--- src/include/adh_pkg.sv ---
// adh_pkg: constants for the parallel disk host port
// assumes a 200 MHz core clock; no software registers
package adh_pkg;
  localparam int          CLK_MHZ          = 200;
  localparam int          STROBE_NS        = 70;
  localparam int          SETUP_NS         = 25;
  localparam int          HOLD_NS          = 10;
  localparam int          RESET_US         = 25;
  localparam logic [7:0]  STROBE_CYC       = 8'((STROBE_NS * CLK_MHZ + 999) / 1000);
  localparam logic [7:0]  SETUP_CYC        = 8'((SETUP_NS * CLK_MHZ + 999) / 1000);
  localparam logic [7:0]  HOLD_CYC         = 8'((HOLD_NS * CLK_MHZ + 999) / 1000);
  localparam int          RESET_CYC_DEF    = (RESET_US * CLK_MHZ);
  localparam logic [9:0]  CMD_BASE         = 10'h1F0;
  localparam logic [9:0]  CTRL_BASE        = 10'h3F0;
  localparam logic [9:0]  RANGE_MASK       = 10'h3F0;
  localparam logic [2:0]  MODE_UDMA66      = 3'h4;
  localparam logic [15:0] DATA_RESET       = 16'h0000;

  typedef enum logic [2:0] {
    ADH_IDLE   = 3'b000,
    ADH_SETUP  = 3'b001,
    ADH_STROBE = 3'b011,
    ADH_WAIT   = 3'b010,
    ADH_HOLD   = 3'b110
  } adh_state_e;
endpackage

--- src/adh_decode.sv ---
// adh_decode: maps a 10-bit i/o address onto the two chip select ranges
// assumes a stable address from the caller
`timescale 1ns/1ps
`default_nettype none
module adh_decode
  import adh_pkg::*;
(
  // address in
  input  wire logic [9:0] io_addr,
  // range hits
  output logic            hit_cmd,
  output logic            hit_ctrl
);
  assign hit_cmd  = (io_addr & RANGE_MASK) == CMD_BASE;
  assign hit_ctrl = (io_addr & RANGE_MASK) == CTRL_BASE;
endmodule
`default_nettype wire

--- src/adh_host_port.sv ---
// adh_host_port: host end of a parallel disk interface with pio and dma cycles
// assumes synchronous pins and a system side that holds req until ack
`timescale 1ns/1ps
`default_nettype none
module adh_host_port
  import adh_pkg::*;
#(
  parameter int RESET_CYC = RESET_CYC_DEF
)(
  // clock and reset
  input  wire logic        clk,
  input  wire logic        rstn,
  // system request side
  input  wire logic        sys_req,
  input  wire logic        sys_write,
  input  wire logic        sys_dma,
  input  wire logic [9:0]  sys_addr,
  input  wire logic [15:0] sys_wdata,
  input  wire logic        sys_drive_reset,
  input  wire logic [2:0]  sys_mode,
  output logic             sys_ack,
  output logic [15:0]      sys_rdata,
  output logic             sys_irq_event,
  output logic             sys_cable_80,
  output logic             sys_udma_fast_ok,
  output logic             sys_dma_pending,
  output logic             sys_reset_busy,
  // drive side
  input  wire logic [15:0] drive_data_in,
  output logic [15:0]      drive_data_out,
  output logic             drive_data_oe,
  output logic [2:0]       drive_reg_addr,
  output logic             drive_write_strobe_n,
  output logic             drive_read_strobe_n,
  input  wire logic        drive_dma_request,
  output logic             drive_dma_ack_n,
  output logic             cmd_block_select_n,
  output logic             ctrl_block_select_n,
  input  wire logic        drive_ready_wait,
  output logic             drive_reset_n,
  input  wire logic        drive_interrupt,
  input  wire logic        cable_type_detect_n
);

  ////////////////////////////////////////////////////////////////////////////
  adh_state_e  state;
  logic [7:0]  cnt;
  logic        cur_write;
  logic        cur_dma;
  logic        hit_cmd;
  logic        hit_ctrl;
  logic        irq_q;
  logic [31:0] rst_cnt;
  logic        start;

  adh_decode u_dec (
    .io_addr  (sys_addr),
    .hit_cmd  (hit_cmd),
    .hit_ctrl (hit_ctrl)
  );

  function automatic logic fast_mode(input logic [2:0] m);
    return m >= MODE_UDMA66;
  endfunction

  assign start = sys_req && !sys_ack && !sys_reset_busy && !sys_drive_reset && state == ADH_IDLE
                 && (!sys_dma || drive_dma_request);

  ////////////////////////////////////////////////////////////////////////////
  // cycle sequencer
  always_ff @(posedge clk or negedge rstn) begin
    if (!rstn) begin
      state <= ADH_IDLE;
      cnt   <= 8'h00;
    end else begin
      case (state)
        ADH_IDLE: begin
          if (start) begin
            state <= ADH_SETUP;
            cnt   <= SETUP_CYC;
          end
        end
        ADH_SETUP: begin
          if (cnt <= 8'h01) begin
            state <= ADH_STROBE;
            cnt   <= STROBE_CYC;
          end else begin
            cnt <= cnt - 8'h01;
          end
        end
        ADH_STROBE: begin
          if (cnt <= 8'h01) begin
            state <= ADH_WAIT;
          end else begin
            cnt <= cnt - 8'h01;
          end
        end
        ADH_WAIT: begin
          if (drive_ready_wait) begin
            state <= ADH_HOLD;
            cnt   <= HOLD_CYC;
          end
        end
        ADH_HOLD: begin
          if (cnt <= 8'h01) begin
            state <= ADH_IDLE;
          end else begin
            cnt <= cnt - 8'h01;
          end
        end
        default: begin
          state <= ADH_IDLE;
        end
      endcase
    end
  end

  ////////////////////////////////////////////////////////////////////////////
  // cycle latches, address, selects, acknowledge
  always_ff @(posedge clk or negedge rstn) begin
    if (!rstn) begin
      cur_write           <= 1'b0;
      cur_dma             <= 1'b0;
      drive_reg_addr      <= 3'h0;
      cmd_block_select_n  <= 1'b1;
      ctrl_block_select_n <= 1'b1;
      drive_dma_ack_n     <= 1'b1;
      drive_data_out      <= DATA_RESET;
      drive_data_oe       <= 1'b0;
    end else if (start) begin
      cur_write           <= sys_write;
      cur_dma             <= sys_dma;
      drive_reg_addr      <= sys_dma ? 3'h0 : sys_addr[2:0];
      cmd_block_select_n  <= !(hit_cmd && !sys_dma);
      ctrl_block_select_n <= !(hit_ctrl && !sys_dma);
      drive_dma_ack_n     <= !sys_dma;
      drive_data_out      <= sys_wdata;
      drive_data_oe       <= sys_write;
    end else if (state == ADH_HOLD && cnt <= 8'h01) begin
      cmd_block_select_n  <= 1'b1;
      ctrl_block_select_n <= 1'b1;
      drive_dma_ack_n     <= 1'b1;
      drive_data_oe       <= 1'b0; // data held through hold time
    end
  end

  ////////////////////////////////////////////////////////////////////////////
  // strobes: low through strobe and ready-wait phases
  always_ff @(posedge clk or negedge rstn) begin
    if (!rstn) begin
      drive_write_strobe_n <= 1'b1;
      drive_read_strobe_n  <= 1'b1;
    end else if (state == ADH_SETUP && cnt <= 8'h01) begin
      drive_write_strobe_n <= !cur_write;
      drive_read_strobe_n  <= cur_write;
    end else if (state == ADH_WAIT && drive_ready_wait) begin
      drive_write_strobe_n <= 1'b1;
      drive_read_strobe_n  <= 1'b1;
    end
  end

  ////////////////////////////////////////////////////////////////////////////
  // read capture and completion
  always_ff @(posedge clk or negedge rstn) begin
    if (!rstn) begin
      sys_rdata <= DATA_RESET;
      sys_ack   <= 1'b0;
    end else begin
      if (state == ADH_WAIT && drive_ready_wait && !cur_write)
        sys_rdata <= drive_data_in;
      sys_ack <= state == ADH_HOLD && cnt <= 8'h01;
    end
  end

  ////////////////////////////////////////////////////////////////////////////
  // drive reset
  always_ff @(posedge clk or negedge rstn) begin
    if (!rstn) begin
      rst_cnt        <= 32'(RESET_CYC);
      drive_reset_n  <= 1'b0;
      sys_reset_busy <= 1'b1;
    end else if (sys_drive_reset && state == ADH_IDLE) begin
      rst_cnt        <= 32'(RESET_CYC);
      drive_reset_n  <= 1'b0;
      sys_reset_busy <= 1'b1;
    end else if (rst_cnt > 32'h1) begin
      rst_cnt <= rst_cnt - 32'h1;
    end else begin
      drive_reset_n  <= 1'b1;
      sys_reset_busy <= 1'b0;
    end
  end

  ////////////////////////////////////////////////////////////////////////////
  // interrupt event, cable type, dma status
  always_ff @(posedge clk or negedge rstn) begin
    if (!rstn) begin
      irq_q            <= 1'b1;
      sys_irq_event    <= 1'b0;
      sys_cable_80     <= 1'b0;
      sys_udma_fast_ok <= 1'b0;
      sys_dma_pending  <= 1'b0;
    end else begin
      irq_q            <= drive_interrupt;
      sys_irq_event    <= drive_interrupt && !irq_q;
      sys_cable_80     <= !cable_type_detect_n;
      sys_udma_fast_ok <= !cable_type_detect_n || !fast_mode(sys_mode);
      sys_dma_pending  <= drive_dma_request;
    end
  end
endmodule
`default_nettype wire

--- config.mk ---
export PLATFORM = sky130hd
export DESIGN_NAME = adh_host_port
export DESIGN_NICKNAME = d
export VERILOG_FILES = /design/src/include/adh_pkg.sv /design/src/adh_decode.sv /design/src/adh_host_port.sv
export SDC_FILE = /design/constraint.sdc
export NUM_CORES = 1
export LEC_CHECK = 0
export ABC_AREA = 1
export CAP_MARGIN = 0
export CORE_MARGIN = 3
export CORE_UTILIZATION = 58
export CTS_CLUSTER_SIZE = 40
export DETAILED_ROUTE_END_ITERATION = 10
export DONT_BUFFER_PORTS = 1
export PLACE_DENSITY_LB_ADDON = 0.1
export SETUP_SLACK_MARGIN = 0.15
export SYNTH_ARGS = -nofsm -noshare
export SYNTH_HDL_FRONTEND = slang
export SYNTH_SLANG_ARGS = --single-unit
--- constraint.sdc ---
create_clock -name clk -period 1.7 [get_ports clk]
set_input_delay 0.255 -clock clk [delete_from_list [all_inputs] [get_ports clk]]
set_output_delay 0.255 -clock clk [all_outputs]
set_load 0.05 [all_outputs]
# Word-level counts from Yosys, hierarchy flattened
# Index checks and enable logic that the tools add are counted.
[word_totals]
reg_bits = 93
latch_bits = 0
mem_bits_rw = 0
mem_bits_ro = 0
output_inout_bits = 48
memories = 0
[op_classes]
n_addsub = 2
mul = 0
n_div = 0
n_lt_le_gt_ge = 3
n_eq_ne = 13
n_shift = 0
mux = 27
n_bitwise = 0
n_reduce_logical = 33
[op_table]
columns = ["op", "n"]
rows = [
  ["32-bit two-way mux", 2],
  ["32-bit by 1-bit greater-than comparator with 1-bit output, second input constant", 1],
  ["8-bit two-way mux", 4],
  ["8-bit case mux with 4 select lines", 1],
  ["32-bit by 1-bit subtractor with 32-bit output, second input constant", 1],
  ["3-bit two-way mux", 6],
  ["3-bit case mux with 5 select lines", 1],
  ["2-bit inequality test, second input constant", 7],
  ["1-bit logical AND", 13],
  ["1-bit two-way mux", 13],
  ["1-bit zero test", 10],
  ["8-bit by 1-bit less-or-equal comparator with 1-bit output, second input constant", 1],
  ["8-bit by 1-bit subtractor with 8-bit output, second input constant", 1],
  ["3-bit by 2-bit equality test with 1-bit output, second input constant", 2],
  ["6-bit by 5-bit equality test with 1-bit output, second input constant", 1],
  ["6-bit equality test, second input constant", 1],
  ["2-bit nonzero test", 3],
  ["5-bit AND reduction", 1],
  ["4-bit AND reduction", 1],
  ["4-bit nonzero test", 1],
  ["3-bit by 1-bit equality test with 1-bit output, second input constant", 1],
  ["3-bit equality test, second input constant", 1],
  ["3-bit greater-or-equal comparator, second input constant", 1],
  ["3-bit zero test", 1],
  ["other kinds (2)", 3],
]

# Longest topological paths before layout
[logic_depth]
word_depth = 8
mapped_depth = 11
ltp_nobuf = 11

# Modules after synthesis
# From an unflattened synthesis, not the netlist that was laid out.
[hier_totals]
cells_unflattened = 601
area_unflattened_um2 = 4892.2
[modules_own_cells]
columns = ["module", "instances", "cells_each", "area_each_um2", "seq_area_each_um2"]
rows = [
  ["adh_host_port", 1, 591, 4854.7, 2342.2],
  ["adh_decode", 1, 10, 37.5, 0.0],
]

# Least setup slack after synthesis
# No wires, ideal clock.
[synth_path]
path_type = "register -> register"
startpoint = "register rst_cnt[0]"
endpoint = "register rst_cnt[21]"
t_arrival_ns = 1.612
t_required_ns = 1.582
slack_ns = -0.030
path_stages_with_launch = 11
path_buffers = 1
cell_sequence = "dfrtp_1 -> inv_1 -> ha_1 -> nor2_1 -> nor2_4 -> nand3b_4 -> nor2_8 -> nand2_8 -> inv_8 -> buf_12 -> nor2_4"
[synth_via]
elab_chain_cells = 3
[synth_lines]
columns = ["item", "line", "source"]
rows = [
  ["from (decl)", "adh_host_port.sv:53", "logic [31:0] rst_cnt;"],
  ["from (signal assigned)", "adh_host_port.sv:179", "rst_cnt <= 32'(RESET_CYC);"],
  ["from (signal assigned)", "adh_host_port.sv:183", "rst_cnt <= 32'(RESET_CYC);"],
  ["from (signal assigned)", "adh_host_port.sv:187", "rst_cnt <= rst_cnt - 32'h1;"],
  ["32-bit by 1-bit subtractor with 32-bit output", "adh_host_port.sv:187", ""],
  ["32-bit two-way mux", "adh_host_port.sv:186", "end else if (rst_cnt > 32'h1) begin"],
  ["32-bit two-way mux", "adh_host_port.sv:182", "end else if (sys_drive_reset && state == ADH_IDLE) begin"],
]
# Parallel ways exist; a longest one is shown, timed or not. The select of a mux whose other input is x is not followed.
# A chain may end at the register's enable or synchronous reset.

# Worst setup path after layout
[layout_path]
startpoint = "register rst_cnt[13]"
endpoint = "register rst_cnt[26]"
# Same word-level chain as after synthesis.

==> results.md <==
| Result | Reported |
| --- | --- |
| Run status | complete, but fails checks |
| Failing checks | hold timing |
| Routed wire length | 12.96 mm |
| Vias after detailed routing | 4325 |
| Starting density of the core | 60.26% |
| Number of maximum-capacitance violations | 0 |
| CP required | 1.96 ns |
| Capture point of the worst path | rst_cnt[26]$_DFFE_PN0P_ |
| Tightest slew margin relative to the limit | 66.91% |
| Pin count of the biggest net entering global routing | 94 |
| Synth async-reset ratio | 100.0% |
| Unique cell type count in the Yosys netlist | 37 |
| Average cell area after synthesis | 8.212 um^2 |
| Reg2reg end | rst_cnt[26]$_DFFE_PN0P_ |
| Sequential element share of the synthesized area | 46.84% |
| Syn nets | 668 |
| Clk pin slew, worst setup/hold paths | 0.10 ns |
| First element of the critical path | rst_cnt[13]$_DFFE_PN0P_ |
| Achievable clock frequency | 610.6 MHz |
| Total I/O pin count | 103 |
| Count of flip-flops with a built-in enable after synthesis | 0 |
| Final count of pins violating max slew | 0 |
| CP Class | reg2reg |
| Initial antenna violation count | 0 |
| Die boundary height | 98.86 um |
| Dominant combinational cell family by area after synthesis | simple AND/OR/NAND/NOR gates |
| Power Total | 4278 uW |
| Worst hold slack | -0.4235 ns |
| Startpoint of the worst-slack reg-to-reg timing path | rst_cnt[13]$_DFFE_PN0P_ |
| N_diodes | 0 |
| ANT nets after route | 0 |
| Number of nets in the final layout | 739 |
| H-tree depth | 3 |
| Cell Pwr Density | 682.4 mW/mm^2 |
| Mux cell area share after synthesis | 4.353% |
| Post-route cell area | 0.006269 mm^2 |
| Count of final setup violators | 0 |
| Number of instances in the synthesized netlist | 609 |
| Clock tree skew after final layout | 0.008832 ns |
| Insertion delay of the later-clocked pin in the worst-skew pair | 0.36 ns |
| Total routing usage reported by global routing | 24.68% |
| Fin util | 75.53% |
| Root cell of the clock tree | sky130_fd_sc_hd__clkbuf_8 |
| Post-synthesis sequential element count | 93 |
| Critical-path cell with the highest stage delay | sky130_fd_sc_hd__dfrtp_1 |
| Most frequent cells in the layout | 163 x sky130_fd_sc_hd__nand2_1, 75 x sky130_fd_sc_hd__dfrtp_1, 51 x sky130_fd_sc_hd__nor2_1 |
| Full die area | 0.009772 mm^2 |
| TritonCTS Sinks | 93 |
| Starting DRC count in detailed routing | 268 |
| Setup repair after global routing missed its margin | yes |
| Transition at the pin with the smallest max-transition slack | 0.4963 ns |
| Area of the placeable core | 0.008299 mm^2 |
| Area added between synthesis and finish | 25.34% |
| VDD IR-drop max | 479.3 uV |
| Synthesized-area fraction occupied by ao, oa, aoi and oai cells | 3.403% |
| Hold violation count in the final report | 93 |
| Slowest cell delay on critical path | 0.47 ns |
| Number of cell instances on the worst register-to-register path | 8 |
| Ratio of final minimum period to clock period | 96.34% |
| Worst Setup Slack, final | 0.06221 ns |
| Maximum number of buffers from clock root to sink | 2 |
| FP Rows | 33 |
| Share of post-route cells with drive strength above 1 | 34.31% |
| Port Buf Inserts | 0 |
| Simple logic cell fraction of the synthesized area | 36.60% |
| Kind of end point of the critical path | flip-flop |
| Horiz. Die Dim | 98.86 um |
| Maximum fanout count along the critical path | 6 |
| Path class of the lowest-slack min-delay path | in2async |
| Adder and majority gate portion of the synthesized area | 1.001% |
| Placement-stage cell area | 0.005228 mm^2 |
| Global route overflow | 0 |
| Chain of cells forming the critical path | nor2_2, nand2_2, nor2_4, nand3b_4, nor2_8, nand2_8, inv_16, nor2_1 |
| Average wire per standard cell | 16.40 um |
| CTS tree | yes |
| Number of global-route vias before repair | 4175 |
| Ys flop type | sky130_fd_sc_hd__dfrtp_1 |
| CP Data Arrival Time | 1.90 ns |
| Fillers | 558 |
| Dpl ws | 0.03959 ns |
| Min Tclk post-route | 1.638 ns |
| Total DRC errors in the routed layout | 0 |
| Storage element area | 0.002350 mm^2 |
| Clock buffer count from CTS | 9 |
| Area occupied by multi-input gates | 0.002729 mm^2 |
| Number of warnings reported in the yosys synthesis log | 0 |
| Flop-to-flop setup slack | 0.06 ns |
| Placed wire-length estimate | 7.934 mm |
| Post-synthesis cell area | 0.005001 mm^2 |
| Commonest non-fill, non-tap cell in the layout | sky130_fd_sc_hd__nand2_1 |
| Wire length of the first global-routing pass | 19.71 mm |
| Post-Synth XOR/XNOR Area | 1.401% |
| Final GP Congestion | 0.8844 |
| Pre-Repair DR Iteration Count | 4 |
| Leakage | 0.003184 uW |
| Vias per cell | 5.475 |
| Kind of launch point of the worst setup path | flip-flop |
## power by group
group	switching, uW	internal (uW)
clock	875	717
sequential	58.9	2250
combinational	202	172
total	1140	3140
## how the worst min path moves through the flow
stage / depth (start not counted) / end
final: 0 / rst_cnt[5]$_DFFE_PN0P_
after global routing: 0 / cnt[7]$_DFFE_PN0P_
after CTS: 0 / cnt[7]$_DFFE_PN0P_
after detailed placement: 0 / rst_cnt[17]$_DFFE_PN0P_
after global placement: 0 / rst_cnt[2]$_DFFE_PN0P_
after floorplan: 0 / cnt[0]$_DFFE_PN0P_
## layout make-up
cell class              instances  share of cell area, %
multi-input cells             448                  43.53
repair inverters                4                 0.9780
well taps                     105                  2.096
clock buffers                   9                  1.976
flip-flops and latches         93                  37.48
clock inverters                 7                  1.377
inverters                      62                  4.371
repair buffers                 62                  8.184
## worst max-delay path, delay by kind of cell, from the launching register on
| family | cells | cell delay, ns |
|---|---|---|
| buffers and inverters | 1 | 0.12 |
| DFF | 1 | 0.47 |
| and+or+nand+nor | 7 | 0.94 |
## synth_stat cells, types with 3 or more instances
master	instances	share of area, %
sky130_fd_sc_hd__mux2_4	10	3.0
sky130_fd_sc_hd__dfrtp_1	81	41
sky130_fd_sc_hd__nand2_1	186	14
sky130_fd_sc_hd__xnor2_1	3	0.53
sky130_fd_sc_hd__o21ai_1	3	0.30
sky130_fd_sc_hd__nor2_2	9	1.1
sky130_fd_sc_hd__ha_1	4	1.0
sky130_fd_sc_hd__mux2_2	6	1.4
sky130_fd_sc_hd__inv_2	6	0.45
sky130_fd_sc_hd__nor2_1	91	6.8
sky130_fd_sc_hd__nor3_1	5	0.50
sky130_fd_sc_hd__o21ai_0	13	1.3
sky130_fd_sc_hd__inv_1	52	3.9
sky130_fd_sc_hd__buf_2	5	0.50
sky130_fd_sc_hd__dfstp_2	12	6.3
sky130_fd_sc_hd__nand4_1	13	1.6
sky130_fd_sc_hd__nand3_1	50	5.0
sky130_fd_sc_hd__xor2_1	5	0.88
sky130_fd_sc_hd__nand2_2	6	0.75
sky130_fd_sc_hd__a21oi_1	3	0.30
sky130_fd_sc_hd__nand3b_1	4	0.60
sky130_fd_sc_hd__nor2_4	17	3.8
sky130_fd_sc_hd__o21bai_1	5	0.75
## cell families after synthesis
group | Yosys count
AO/OA/AOI/OAI | 29
XOR/XNOR | 8
flip-flops | 93
adder cells (fa/ha/maj) | 4
multiplexers | 16
buffers and inverters | 70
AND/OR/NAND/NOR | 389
## through the flow
stage	instances	hold WS [ns]	setup TNS, ns
2_1_floorplan	609	-0.04059	0
3_3_place_gp	724	-0.03717	0
3_5_place_dp	724	-0.03760	0
4_1_cts	764	-0.4378	0
5_1_grt	790	-0.4484	-0.007165
6_report	790	-0.4235	0
## per-layer routing
| layer | track usage (%) | wire [um] | vias up |
|---|---|---|---|
| li1 | - | - | 2074 |
| met1 | 31.15 | 5093 | 2059 |
| met2 | 42.15 | 6613 | 161 |
| met3 | 6.723 | 900 | 31 |
| met4 | 6.197 | 350 | 0 |
| met5 | 0 | 0 | - |
## timing repair
| action | CTS | global route |
|---|---|---|
| gates cloned | 4 | 2 |
| setup buffers | 7 | 21 |
| resized for setup | 28 | 100 |
| endpoints found under the setup margin | 34 | 67 |
| hold endpoints to repair | 107 | 96 |
| hold buffers | 13 | 3 |
| pin swaps | 10 | 25 |
## flip-flops by register name, summed over array words and instances, names as in the netlist, 3 cells and up
register and cells:
rst_cnt 32, cnt 8, sys_rdata 16, drive_data_out 16, state 3, drive_reg_addr 3
Note: power is estimated with default switching activity, not from simulation.
